### src/logic/scs_pkg.sv
package scs_pkg;
	// ************************************************************
	// register map
	// ************************************************************
	localparam logic [7:0]  ADDR_COMM_CTRL   = 8'h00;
	localparam logic [7:0]  ADDR_PWM_AMP     = 8'h04;
	localparam logic [7:0]  ADDR_STATUS      = 8'h08;
	localparam logic [7:0]  ADDR_CONFIG      = 8'h0c;
	localparam logic [7:0]  ADDR_COMMUTATION_MIN_VELOCITY      = 8'h10;
	localparam logic [7:0]  ADDR_IRQ_STATUS  = 8'h14;
	localparam logic [7:0]  ADDR_IRQ_ENABLE  = 8'h18;
	localparam logic [7:0]  ADDR_IRQ_CLEAR   = 8'h1c;
	// ************************************************************
	// fields
	// ************************************************************
	localparam int          CC_WIDTH         = 24;
	localparam int          ONT_LSB          = 0;
	localparam int          ONT_W            = 10;
	localparam int          SGL_LSB          = 16;
	localparam int          SGL_W            = 8;
	localparam int          SGL_UNIT_LOG2    = 4;
	localparam int          AMP_W            = 8;
	localparam int          LOAD_W           = 10;
	localparam int          VEL_W            = 23;
	localparam logic [22:0] COMMUTATION_MIN_VELOCITY_FLOOR     = 23'h000100;
	localparam int          ST_STANDSTILL    = 31;
	localparam int          ST_OPEN_B        = 30;
	localparam int          ST_OPEN_A        = 29;
	localparam int          ST_SHORT_B       = 28;
	localparam int          ST_SHORT_A       = 27;
	localparam int          ST_OT_WARN       = 26;
	localparam int          ST_OT            = 25;
	localparam int          ST_STALL         = 24;
	localparam int          CFG_OFF_TIME_SETTING_LSB     = 0;
	localparam int          CFG_OFF_TIME_SETTING_W       = 4;
	localparam int          CFG_HIGHFS       = 4;
	localparam int          IRQ_W            = 6;
	localparam logic [23:0] CC_RESET         = 24'h000000;
	// ************************************************************
	// timing
	// ************************************************************
	localparam int          STANDSTILL_CLKS  = 1 << 20;
	localparam int          STST_CNT_W       = 21;
endpackage

### src/logic/scs_ontime_mon.sv
`timescale 1ns/1ns
`default_nettype none
module scs_ontime_mon (
	input  wire logic       clk,
	input  wire logic       rst,
	input  wire logic       enable,
	input  wire logic       pwm_on,
	input  wire logic [9:0] limit,
	input  wire logic [4:0] unit_log2,
	output logic            exceeded
);
	// ************************************************************
	// on-time counter, pulse when limit passed
	// ************************************************************
	logic [17:0] cnt_q;
	logic [17:0] lim_clks;
	assign lim_clks = 18'({8'h00, limit} << unit_log2);

	always_ff @(posedge clk) begin
		if (rst || !pwm_on || !enable) begin
			cnt_q <= 18'h00000;
		end else if (cnt_q != 18'h3ffff) begin
			cnt_q <= cnt_q + 18'h00001;
		end
	end

	always_ff @(posedge clk) begin
		if (rst) begin
			exceeded <= 1'b0;
		end else begin
			exceeded <= enable && pwm_on && (limit != 10'h000) && (cnt_q == lim_clks);
		end
	end
endmodule // scs_ontime_mon
`default_nettype wire

### src/logic/scs_stepper_commutation_status.sv
// Operation
// 24-bit write-only word, on-time limit bits 9:0
// bits 23:16 step-loss limit, 16 clocks, 0 off
// software sets limits above blank time
// commutation enabled by pin or velocity threshold
// step-loss stays active above high threshold
// 8-bit read-only amplitude, 255 is maximum
// amplitude scaler usable for stall detection
// standstill bit 31 after 2^20 clocks
// open-load bits 30/29, informative only
// software checks open load at slow motion
// short bits 28/27 disable the driver
// short flags held until driver disabled
// pre-warning bit 26 shared by both bridges
// overtemp bit 25 holds disable until cool
// stall bit 24 from zero load or commutation
// commutation on at velocity above threshold
// status and amplitude writes ignored
`timescale 1ns/1ns
`default_nettype none
module scs_stepper_commutation_status (
	input  wire logic        clk,
	input  wire logic        rst,
	input  wire logic [7:0]  addr,
	input  wire logic [31:0] wdata,
	input  wire logic        wr,
	input  wire logic        rd,
	output logic      [31:0] rdata,
	input  wire logic        step_pulse,
	input  wire logic        commutation_enable_pin,
	input  wire logic        driver_enable_n_input,
	input  wire logic [22:0] actual_velocity,
	input  wire logic        above_high_velocity,
	input  wire logic        pwm_on,
	input  wire logic        voltage_mode,
	input  wire logic [7:0]  pwm_amplitude,
	input  wire logic [9:0]  load_measure_result,
	input  wire logic        load_valid,
	input  wire logic        open_load_coil_a,
	input  wire logic        open_load_coil_b,
	input  wire logic        ground_short_coil_a_det,
	input  wire logic        ground_short_coil_b_det,
	input  wire logic        overtemp_warn_det,
	input  wire logic        overtemp_det,
	output logic             sensorless_commutation,
	output logic             commutation_advance,
	output logic             bridge_enable,
	output logic             irq
);
	// ************************************************************
	// pin synchronisers
	// ************************************************************
	localparam int NSYNC = 10;
	logic [NSYNC-1:0] pin_raw;
	logic [NSYNC-1:0] s1_q;
	logic [NSYNC-1:0] s2_q;
	assign pin_raw = {step_pulse, commutation_enable_pin, driver_enable_n_input,
		above_high_velocity, pwm_on, open_load_coil_a, open_load_coil_b,
		ground_short_coil_a_det, ground_short_coil_b_det, overtemp_warn_det};
	genvar gi;
	generate
		for (gi = 0; gi < NSYNC; gi++) begin : g_sync
			always_ff @(posedge clk) begin
				if (rst) begin
					s1_q[gi] <= 1'b0;
					s2_q[gi] <= 1'b0;
				end else begin
					s1_q[gi] <= pin_raw[gi];
					s2_q[gi] <= s1_q[gi];
				end
			end
		end
	endgenerate
	logic ot_s1_q;
	logic ot_s2_q;
	always_ff @(posedge clk) begin
		if (rst) begin
			ot_s1_q <= 1'b0;
			ot_s2_q <= 1'b0;
		end else begin
			ot_s1_q <= overtemp_det;
			ot_s2_q <= ot_s1_q;
		end
	end
	logic step_s;
	logic commutation_enable_pin_s;
	logic enn_s;
	logic high_s;
	logic pwm_s;
	logic ola_s;
	logic olb_s;
	logic ground_short_coil_a_s;
	logic ground_short_coil_b_s;
	logic otpw_s;
	assign {step_s, commutation_enable_pin_s, enn_s, high_s, pwm_s, ola_s, olb_s, ground_short_coil_a_s, ground_short_coil_b_s, otpw_s} = s2_q;

	// ************************************************************
	// registers
	// ************************************************************
	logic [23:0]                   comm_ctrl_q;
	logic [scs_pkg::CFG_OFF_TIME_SETTING_W-1:0] off_time_setting_q;
	logic                          highfs_q;
	logic [22:0]                   commutation_min_velocity_q;
	logic [scs_pkg::IRQ_W-1:0]     irq_en_q;
	logic [9:0]                    on_time_limit;
	logic [7:0]                    step_loss_limit;
	assign on_time_limit   = comm_ctrl_q[scs_pkg::ONT_LSB +: scs_pkg::ONT_W];
	assign step_loss_limit = comm_ctrl_q[scs_pkg::SGL_LSB +: scs_pkg::SGL_W];

	function automatic logic hit(input logic [7:0] a, input logic [7:0] b);
		hit = (a == b);
	endfunction

	always_ff @(posedge clk) begin
		if (rst) begin
			comm_ctrl_q <= scs_pkg::CC_RESET;
		end else if (wr && hit(addr, scs_pkg::ADDR_COMM_CTRL)) begin
			comm_ctrl_q <= wdata[23:0];
		end
	end

	always_ff @(posedge clk) begin
		if (rst) begin
			off_time_setting_q   <= 4'h0;
			highfs_q <= 1'b0;
			commutation_min_velocity_q <= 23'h000000;
			irq_en_q <= 6'h00;
		end else if (wr) begin
			if (hit(addr, scs_pkg::ADDR_CONFIG)) begin
				off_time_setting_q   <= wdata[scs_pkg::CFG_OFF_TIME_SETTING_LSB +: scs_pkg::CFG_OFF_TIME_SETTING_W];
				highfs_q <= wdata[scs_pkg::CFG_HIGHFS];
			end
			if (hit(addr, scs_pkg::ADDR_COMMUTATION_MIN_VELOCITY)) begin
				commutation_min_velocity_q <= wdata[22:0];
			end
			if (hit(addr, scs_pkg::ADDR_IRQ_ENABLE)) begin
				irq_en_q <= wdata[scs_pkg::IRQ_W-1:0];
			end
		end
	end

	// ************************************************************
	// commutation enable
	// ************************************************************
	logic vel_on;
	assign vel_on = (commutation_min_velocity_q >= scs_pkg::COMMUTATION_MIN_VELOCITY_FLOOR) &&
		(actual_velocity[22:8] >= commutation_min_velocity_q[22:8]);
	always_ff @(posedge clk) begin
		if (rst) begin
			sensorless_commutation <= 1'b0;
		end else begin
			sensorless_commutation <= commutation_enable_pin_s || vel_on;
		end
	end

	logic ot_limit_hit;
	logic step_loss_en;
	logic step_loss_hit;
	assign step_loss_en = (sensorless_commutation || (high_s && highfs_q)) &&
		(step_loss_limit != 8'h00);

	scs_ontime_mon u_comm_mon (
		.clk       (clk),
		.rst       (rst),
		.enable    (sensorless_commutation),
		.pwm_on    (pwm_s),
		.limit     (on_time_limit),
		.unit_log2 (5'h00),
		.exceeded  (ot_limit_hit)
	);
	scs_ontime_mon u_loss_mon (
		.clk       (clk),
		.rst       (rst),
		.enable    (step_loss_en),
		.pwm_on    (pwm_s),
		.limit     ({2'b00, step_loss_limit}),
		.unit_log2 (5'(scs_pkg::SGL_UNIT_LOG2)),
		.exceeded  (step_loss_hit)
	);

	always_ff @(posedge clk) begin
		if (rst) begin
			commutation_advance <= 1'b0;
		end else begin
			commutation_advance <= ot_limit_hit;
		end
	end

	// ************************************************************
	// standstill
	// ************************************************************
	logic [scs_pkg::STST_CNT_W-1:0] stst_cnt_q;
	logic                           step_d_q;
	logic                           stst_q;
	always_ff @(posedge clk) begin
		if (rst) begin
			step_d_q   <= 1'b0;
			stst_cnt_q <= '0;
			stst_q     <= 1'b0;
		end else begin
			step_d_q <= step_s;
			if (step_s && !step_d_q) begin
				stst_cnt_q <= '0;
				stst_q     <= 1'b0;
			end else if (stst_cnt_q == 21'(scs_pkg::STANDSTILL_CLKS - 1)) begin
				stst_q <= 1'b1;
			end else begin
				stst_cnt_q <= stst_cnt_q + 21'h000001;
			end
		end
	end

	// ************************************************************
	// protection flags
	// ************************************************************
	logic drv_disabled;
	logic ground_short_coil_a_q;
	logic ground_short_coil_b_q;
	logic ot_q;
	logic stall_q;
	logic amp_stall;
	assign drv_disabled = (off_time_setting_q == 4'h0) || enn_s;
	assign amp_stall    = voltage_mode && (pwm_amplitude == 8'hff) && pwm_s;

	always_ff @(posedge clk) begin
		if (rst) begin
			ground_short_coil_a_q <= 1'b0;
			ground_short_coil_b_q <= 1'b0;
		end else begin
			ground_short_coil_a_q <= ground_short_coil_a_s || (ground_short_coil_a_q && !drv_disabled);
			ground_short_coil_b_q <= ground_short_coil_b_s || (ground_short_coil_b_q && !drv_disabled);
		end
	end

	always_ff @(posedge clk) begin
		if (rst) begin
			ot_q <= 1'b0;
		end else begin
			ot_q <= ot_s2_q || (ot_q && otpw_s);
		end
	end

	always_ff @(posedge clk) begin
		if (rst) begin
			stall_q <= 1'b0;
		end else begin
			stall_q <= (load_valid && load_measure_result == 10'h000) ||
				step_loss_hit || amp_stall;
		end
	end

	always_ff @(posedge clk) begin
		if (rst) begin
			bridge_enable <= 1'b0;
		end else begin
			bridge_enable <= !drv_disabled && !ground_short_coil_a_q && !ground_short_coil_b_q && !ot_q;
		end
	end

	// ************************************************************
	// status word and interrupts
	// ************************************************************
	logic [31:0] status;
	always_comb begin
		status = 32'h00000000;
		status[scs_pkg::ST_STANDSTILL] = stst_q;
		status[scs_pkg::ST_OPEN_B]     = olb_s;
		status[scs_pkg::ST_OPEN_A]     = ola_s;
		status[scs_pkg::ST_SHORT_B]    = ground_short_coil_b_q;
		status[scs_pkg::ST_SHORT_A]    = ground_short_coil_a_q;
		status[scs_pkg::ST_OT_WARN]    = otpw_s;
		status[scs_pkg::ST_OT]         = ot_q;
		status[scs_pkg::ST_STALL]      = stall_q;
		status[scs_pkg::LOAD_W-1:0]    = load_measure_result;
	end

	logic [scs_pkg::IRQ_W-1:0] irq_ev;
	logic [scs_pkg::IRQ_W-1:0] irq_st_q;
	logic [scs_pkg::IRQ_W-1:0] irq_clr;
	assign irq_ev  = {stst_q, ground_short_coil_b_q, ground_short_coil_a_q, otpw_s, ot_q, stall_q};
	assign irq_clr = (wr && hit(addr, scs_pkg::ADDR_IRQ_CLEAR)) ?
		wdata[scs_pkg::IRQ_W-1:0] : 6'h00;
	always_ff @(posedge clk) begin
		if (rst) begin
			irq_st_q <= 6'h00;
		end else begin
			irq_st_q <= irq_ev | (irq_st_q & ~irq_clr);
		end
	end
	always_ff @(posedge clk) begin
		if (rst) begin
			irq <= 1'b0;
		end else begin
			irq <= |((irq_ev | (irq_st_q & ~irq_clr)) & irq_en_q);
		end
	end

	// ************************************************************
	// read port
	// ************************************************************
	always_ff @(posedge clk) begin
		if (rst) begin
			rdata <= 32'h00000000;
		end else if (rd) begin
			unique case (addr)
				scs_pkg::ADDR_PWM_AMP:    rdata <= {24'h000000, pwm_amplitude};
				scs_pkg::ADDR_STATUS:     rdata <= status;
				scs_pkg::ADDR_CONFIG:     rdata <= {27'h0000000, highfs_q, off_time_setting_q};
				scs_pkg::ADDR_COMMUTATION_MIN_VELOCITY:     rdata <= {9'h000, commutation_min_velocity_q};
				scs_pkg::ADDR_IRQ_STATUS: rdata <= {26'h0000000, irq_st_q};
				scs_pkg::ADDR_IRQ_ENABLE: rdata <= {26'h0000000, irq_en_q};
				default:                  rdata <= 32'h00000000;
			endcase
		end else begin
			rdata <= 32'h00000000;
		end
	end
endmodule // scs_stepper_commutation_status
`default_nettype wire

### config.mk
export PLATFORM = sky130hd
export DESIGN_NAME = scs_stepper_commutation_status
export DESIGN_NICKNAME = d
export VERILOG_FILES = /design/src/logic/scs_pkg.sv /design/src/logic/scs_ontime_mon.sv /design/src/logic/scs_stepper_commutation_status.sv
export SDC_FILE = /design/constraint.sdc
export NUM_CORES = 1
export LEC_CHECK = 0
export CORE_UTILIZATION = 45
export CTS_BUF_LIST = sky130_fd_sc_hd__clkbuf_2
export DETAILED_ROUTE_END_ITERATION = 6
export DONT_BUFFER_PORTS = 1
export PLACE_DENSITY = 0.67
export SLEW_MARGIN = 0
export SYNTH_ARGS = -nofsm -noshare
export SYNTH_HDL_FRONTEND = slang
export SYNTH_SLANG_ARGS = --single-unit
export TNS_END_PERCENT = 1
### constraint.sdc
create_clock -name clk -period 2.3 [get_ports clk]
set_input_delay 0.46 -clock clk [delete_from_list [all_inputs] [get_ports clk]]
set_output_delay 0.46 -clock clk [all_outputs]
set_load 0.01 [all_outputs]
; Word-level counts from Yosys, hierarchy flattened
; Cells that the tools add are included.
[totals]
ff_bits = 187
latchBits = 0
mem_bits_rw = 0
mem_bits_ro = 0
in_bits = 98
out_inout_bits = 36
elab_cells = 121
n_memories = 0
[classes]
n_addsub = 3
mul = 0
n_div = 0
n_lt_le_gt_ge = 2
n_eq_ne = 13
n_shift = 0
mux = 2
bitwise = 5
n_reduce_logical = 52
[op_table]
columns = cell, n
row1 = 32-bit one-hot mux with 6 select lines, 1
row2 = 18-bit by 1-bit adder with 18-bit output (second input constant), 2
row3 = 18-bit != test (second input constant), 2
row4 = 8-bit by 5-bit equality test with 1-bit output (second input constant), 4
row5 = 23-bit by 9-bit >= comparator with 1-bit output (second input constant), 1
row6 = 21-bit by 1-bit adder with 21-bit output (second input constant), 1
row7 = 21-bit by 20-bit equality test with 1-bit output (second input constant), 1
row8 = 1-bit logical AND, 21
row9 = 10-bit nonzero test, 2
row10 = 18-bit by 10-bit equality test with 1-bit output, 1
row11 = 18-bit by 12-bit equality test with 1-bit output, 1
row12 = 8-bit by 4-bit equality test with 1-bit output (second input constant), 2
row13 = 15-bit >= comparator, 1
row14 = 6-bit bitwise AND, 2
row15 = 1-bit logical OR, 11
row16 = 10-bit zero test, 1
row17 = 8-bit by 3-bit equality test with 1-bit output (second input constant), 1
row18 = 8-bit equality test (second input constant), 1
row19 = 1-bit zero test, 8
row20 = 8-bit zero test, 1
row21 = 8-bit nonzero test, 1
row22 = 6-bit two-way mux, 1
row23 = 6-bit NOT, 1
row24 = 6-bit OR, 1
row25 = other kinds (5), 8

; Depth between registers and ports, before layout
[depth]
word_depth = 8
depth_mapped = 7
mapped_depth_nobuf = 7

; Hierarchy
; From an unflattened synthesis, not the netlist that was laid out.
[hier_totals]
hier_cells = 1191
area_unflattened_um2 = 10183.5
[by_module_without_submodules]
columns = module, n_inst, cells_per_inst, area_per_inst_um2, seq_area_each_um2
row1 = scs_stepper_commutation_status, 1, 667, 6074.6, 2842.7
row2 = scs_ontime_mon, 2, 262, 2054.5, 380.4

; Least setup slack after synthesis
; Ideal clock, no wire load.
[synth_timing]
path_kind = input to register
from = in addr[5]
to = reg comm_ctrl_q[16]
setup_ns = 0.128
t_arrival_ns = 1.770
required_ns = 2.172
slack_ns = 0.402
path_stages = 7
path_buffers = 2
path_cell_list = or3_1 -> nor2_2 -> nand4_1 -> buf_2 -> buf_4 -> mux2i_1 -> nor2_1
[synth_via]
elab_chain_len = 2
[synth_rtl]
columns = element, line_no
row1 = from (decl), scs_stepper_commutation_status.sv:24  ; input wire logic [7:0] addr,
row2 = 8-bit zero test, scs_stepper_commutation_status.sv:111  ; hit = (a == b);
row3 = 1-bit logical AND, scs_stepper_commutation_status.sv:117  ; end else if (wr && hit(addr, scs_pkg::ADDR_COMM_CTRL)) begin
row4 = to (signal assigned), scs_stepper_commutation_status.sv:116  ; comm_ctrl_q <= scs_pkg::CC_RESET;
row5 = to (signal assigned), scs_stepper_commutation_status.sv:118  ; comm_ctrl_q <= wdata[23:0];
row6 = to (decl), scs_stepper_commutation_status.sv:100  ; logic [23:0] comm_ctrl_q;
; No other way between the ends.
; A chain may end at the register's enable or synchronous reset.

; Worst setup path after layout
[layout_timing]
from = in load_measure_result[9]
to = reg stall_q
[layout_via]
elab_chain_len = 4
[layout_rtl]
columns = element, line_no
row1 = from (decl), scs_stepper_commutation_status.sv:37  ; input wire logic [9:0] load_measure_result,
row2 = 10-bit zero test, scs_stepper_commutation_status.sv:247  ; stall_q <= (load_valid && load_measure_result == 10'h000) ||
row3 = 1-bit logical AND, scs_stepper_commutation_status.sv:247
row4 = 1-bit logical OR, scs_stepper_commutation_status.sv:247
row5 = 1-bit logical OR, scs_stepper_commutation_status.sv:248  ; step_loss_hit || amp_stall;
row6 = to (signal assigned), scs_stepper_commutation_status.sv:247
row7 = to (decl), scs_stepper_commutation_status.sv:220  ; logic stall_q;
; No other way between the ends.

==> run_results.csv <==
group,metric,value,unit
cts,cts.sinks,180,
sta,final.setup.tns,0,ns
grt,grt_busiest_layer,"met2",
cts,clk_pin_slew,0.28,ns
synth,synth_edf_count,0,
cts,cts_max_level,4,
power,p_seq_frac,0.607,
synth,synth_compound_area_frac,0.115,
final_layout,final_cells,1156,
grt,grt_overflow,0,
floorplanning,die-area,17800,um2
routing,ant_nets,0,
cts,clockBufferDepth,2,
sta,finalSetupViolCount,0,
power,swShare,0.234,
placed_design,io_buffer_count,0,
power,pwr-share-clk,0.346,
synth,seq_area_frac_synth,0.465,
floorplanning,die_x,133,um
sta,timing.fmax,475,MHz
synth,netlist_area,7760,um2
power,p_per_area,590,nW/um2
setup_path,worstSetupPathType,"in -> reg",
synth,synthTopCellsByArea,"dfxtp_1, nor2_1, mux2i_1",
setup_path,cp_top_family,"buffers and inverters",
setup_path,cp_cell_sequence,"dlygate4sd3_1 > nor4_1 > dlygate4sd3_1 > a31oi_1 > dlygate4sd3_1 > a21oi_1",
floorplanning,start_util,0.464,
placed_design,dp_hpwl,13500,um
setup_path,path_buf_inv,3,
floorplanning,io_pins,134,
synth,yosys.cell_count.top_type,"dfxtp_1",
synth,syn_avg_cell_area,9.00,um2
grt,grt_max_degree,92,
final_layout,layout-drive-gt1-share,0.0760,
routing,drc,0,
setup_path,startpoint_type,"primary input",
placed_design,gp_congestion,0.870,
routing,drt_wl_total,19400,um
synth,synth_cells,862,
grt,grt_pass1_wl,31400,um
synth,async_reset_ff_frac,0,
cts,cts-root-buf,"clkbuf_2",
synth,yosys.area.top_type,"dfxtp_1",
power,p_leak,3.36,nW
setup_path,cp_slowest_cell,"dlygate4sd3_1",
floorplanning,num_rows,47,
cts,clock_latency,0.75,ns
routing,dr.pass1.iters,5,
power,internal-power,0.00400,W
synth,ys.flop_type,"dfxtp_1",
grt,grt_pass1_vias,6047,
synth,syn_nets,979,
synth,synth_commonest_cells,"dfxtp_1, nor2_1, nand2_1",
cts,tritoncts,"yes",
sta,finalHoldViolations,0,
cts,cts_buffers,17,
sta,rsz0062_at_grt,"no",
synth,ys_seq_elements,180,
setup_path,rrSetupSlack,0.23,ns
floorplanning,die_h,133,um
run,maxCapViolCount,0,
synth,yosysTopAreaCellShare,0.465,
grt,track_usage,0.228,
status,outcome,"completed",
min_path,hold_path_class,"in -> reg",
synth,yosys_warnings,0,
sta,drv_slew,0,
sta,fin_worst_skew,0.0472,ns
floorplanning,coreArea,16700,um2
final_layout,nets,1038,
synth,yosysUniqueCellTypes,70,
sta,worst_slew_pin_slew,0.753,ns
setup_path,crit_arrival,2.78,ns
placed_design,dp.cells,1067,
setup_path,crit_path_max_incr_delay,0.62,ns
synth,synth-simple-area-share,0.248,
setup_path,endpoint_kind,"register",
synth,synth_top_family_by_area,"simple AND/OR/NAND/NOR gates",
synth,synth_fa_ha_area_frac,0.0306,
power,worst_ir_drop_vdd,584,uV
grt,use_met3,0.0738,
sta,slew_headroom,0.491,
routing,vias,6313,
routing,drt-initial-drc-count,595,
routing,wl_per_cell,16.8,um
final_layout,syn2layout_area_growth,14.3,%
routing,vias_per_cell,5.46,
synth,synth_xor_area_frac,0.0598,
setup_path,cp_common_cell,"dlygate4sd3_1",
sta,post-route-period-util,0.916,
synth,synth_mux_area_frac,0.0511,
setup_path,worstPathRequired,2.97,ns
power,combPwrFrac,0.047,
grt,use_met2,0.342,
sta,period_needed,2.11,ns
grt,antenna_found_initial,2,
power,p_sw,0.00122,W
setup_path,critPathMaxFanout,2,
grt,grtUsageMet1,0.307,
-- cell families after synthesis --
group | count (synthesis)
compound gates | 139
xor+xnor | 53
fa+ha+maj | 19
buf+inv | 56
flops | 180
mux | 39
other cells | 1
simple gates | 375
-- metrics by stage --
stage	cell area (um2)	setup slack, ns	total power [W]	hold WS, ns	util
2_1_floorplan	7760	0.402	0.00336	0.398	-
3_3_place_gp	8020	0.289	0.00336	0.407	0.480
5_1_grt	8860	0.0549	0.00545	0.00449	0.531
4_1_cts	8860	0.204	0.00528	0.00725	0.530
3_5_place_dp	8020	0.255	0.00336	0.409	0.480
6_report	8860	0.193	0.00523	0.0754	0.531
-- routing by layer --
metal | vias to the layer above | part of all wire
met1 | 2928 | 0.46
li1 | 3141 | -
met3 | 24 | 0.089
met2 | 220 | 0.43
met5 | - | 0
met4 | 0 | 0.019
-- worst register-to-register path, stage by stage, from the launching register on --
cell and delay [ns]:
dfxtp_1 0.45, ha_1 0.21, nand2_1 0.08, or4_1 0.72, o21bai_1 0.31, xor2_1 0.18, nor2_1 0.05
-- cells in the final DEF (no fill, tap or decap), types with 5 or more instances in the layout --
cell | netlist | routed
nor4_1 | 21 | 21
nand2_1 | 79 | 79
or3_1 | 5 | 5
nor2b_1 | 35 | 35
nand3_1 | 19 | 19
a22oi_1 | 11 | 11
buf_4 | 2 | 17
dfxtp_1 | 180 | 180
a211oi_1 | 6 | 6
xor2_1 | 30 | 30
ha_1 | 19 | 19
inv_1 | 23 | 23
and2_1 | 25 | 25
mux2_2 | 5 | 5
clkbuf_2 | 0 | 19
mux2i_1 | 34 | 34
nor3_1 | 18 | 18
dlygate4sd3_1 | 0 | 54
a21o_1 | 6 | 6
nand4_1 | 22 | 22
o21ai_0 | 13 | 13
a21oi_1 | 53 | 53
o2111ai_1 | 7 | 7
and3_1 | 8 | 8
nor2_1 | 111 | 111
a32oi_1 | 5 | 5
xnor2_1 | 23 | 23
o21ai_1 | 8 | 8
-- flip-flops by register name (all words and copies together) (netlist names), 4 cells and up --
signal	cells
comm_ctrl_q	18
commutation_min_velocity_q	23
irq_en_q	6
irq_st_q	6
off_time_setting_q	4
rdata	31
s1_q	10
stst_cnt_q	21
u_comm_mon.cnt_q	18
u_loss_mon.cnt_q	18
-- worst paths after layout --
kind | startpoint | to | cells after the start
worst max register to register | u_loss_mon.cnt_q[1] | u_loss_mon.cnt_q[7] | 6
worst min-delay path | actual_velocity[14] | sensorless_commutation | 3
worst max-delay path | load_measure_result[9] | stall_q | 6
worst min register to register | enn_s | bridge_enable | 1
-- power groups by stage --
stage	logic, W	clock network, W	registers [W]
global route	0.000268	0.00200	0.00318
CTS	0.000243	0.00186	0.00318
finish	0.000245	0.00181	0.00318
global placement	0.000125	0	0.00323
floorplan	0.000128	0	0.00323
detailed placement	0.000128	0	0.00323
-- repair_timing --
action                                 4_1_cts  5_1_grt
buffers inserted                             0        0
hold buffers                                55        0
resized for setup                            0        0
endpoints found under the hold margin      100        0
-- final cells by class --
type                       count  area, um2
clock inverter                13        181
multi-input combinational    626       3920
clock buffer                  19       95.1
fill                        1551       7840
sequential                   180       3600
tap                          220        275
inverter                      24       90.1
timing repair buffer          72        696
antenna                        2       5.00
No activity file was read; power rests on OpenSTA's default activity.
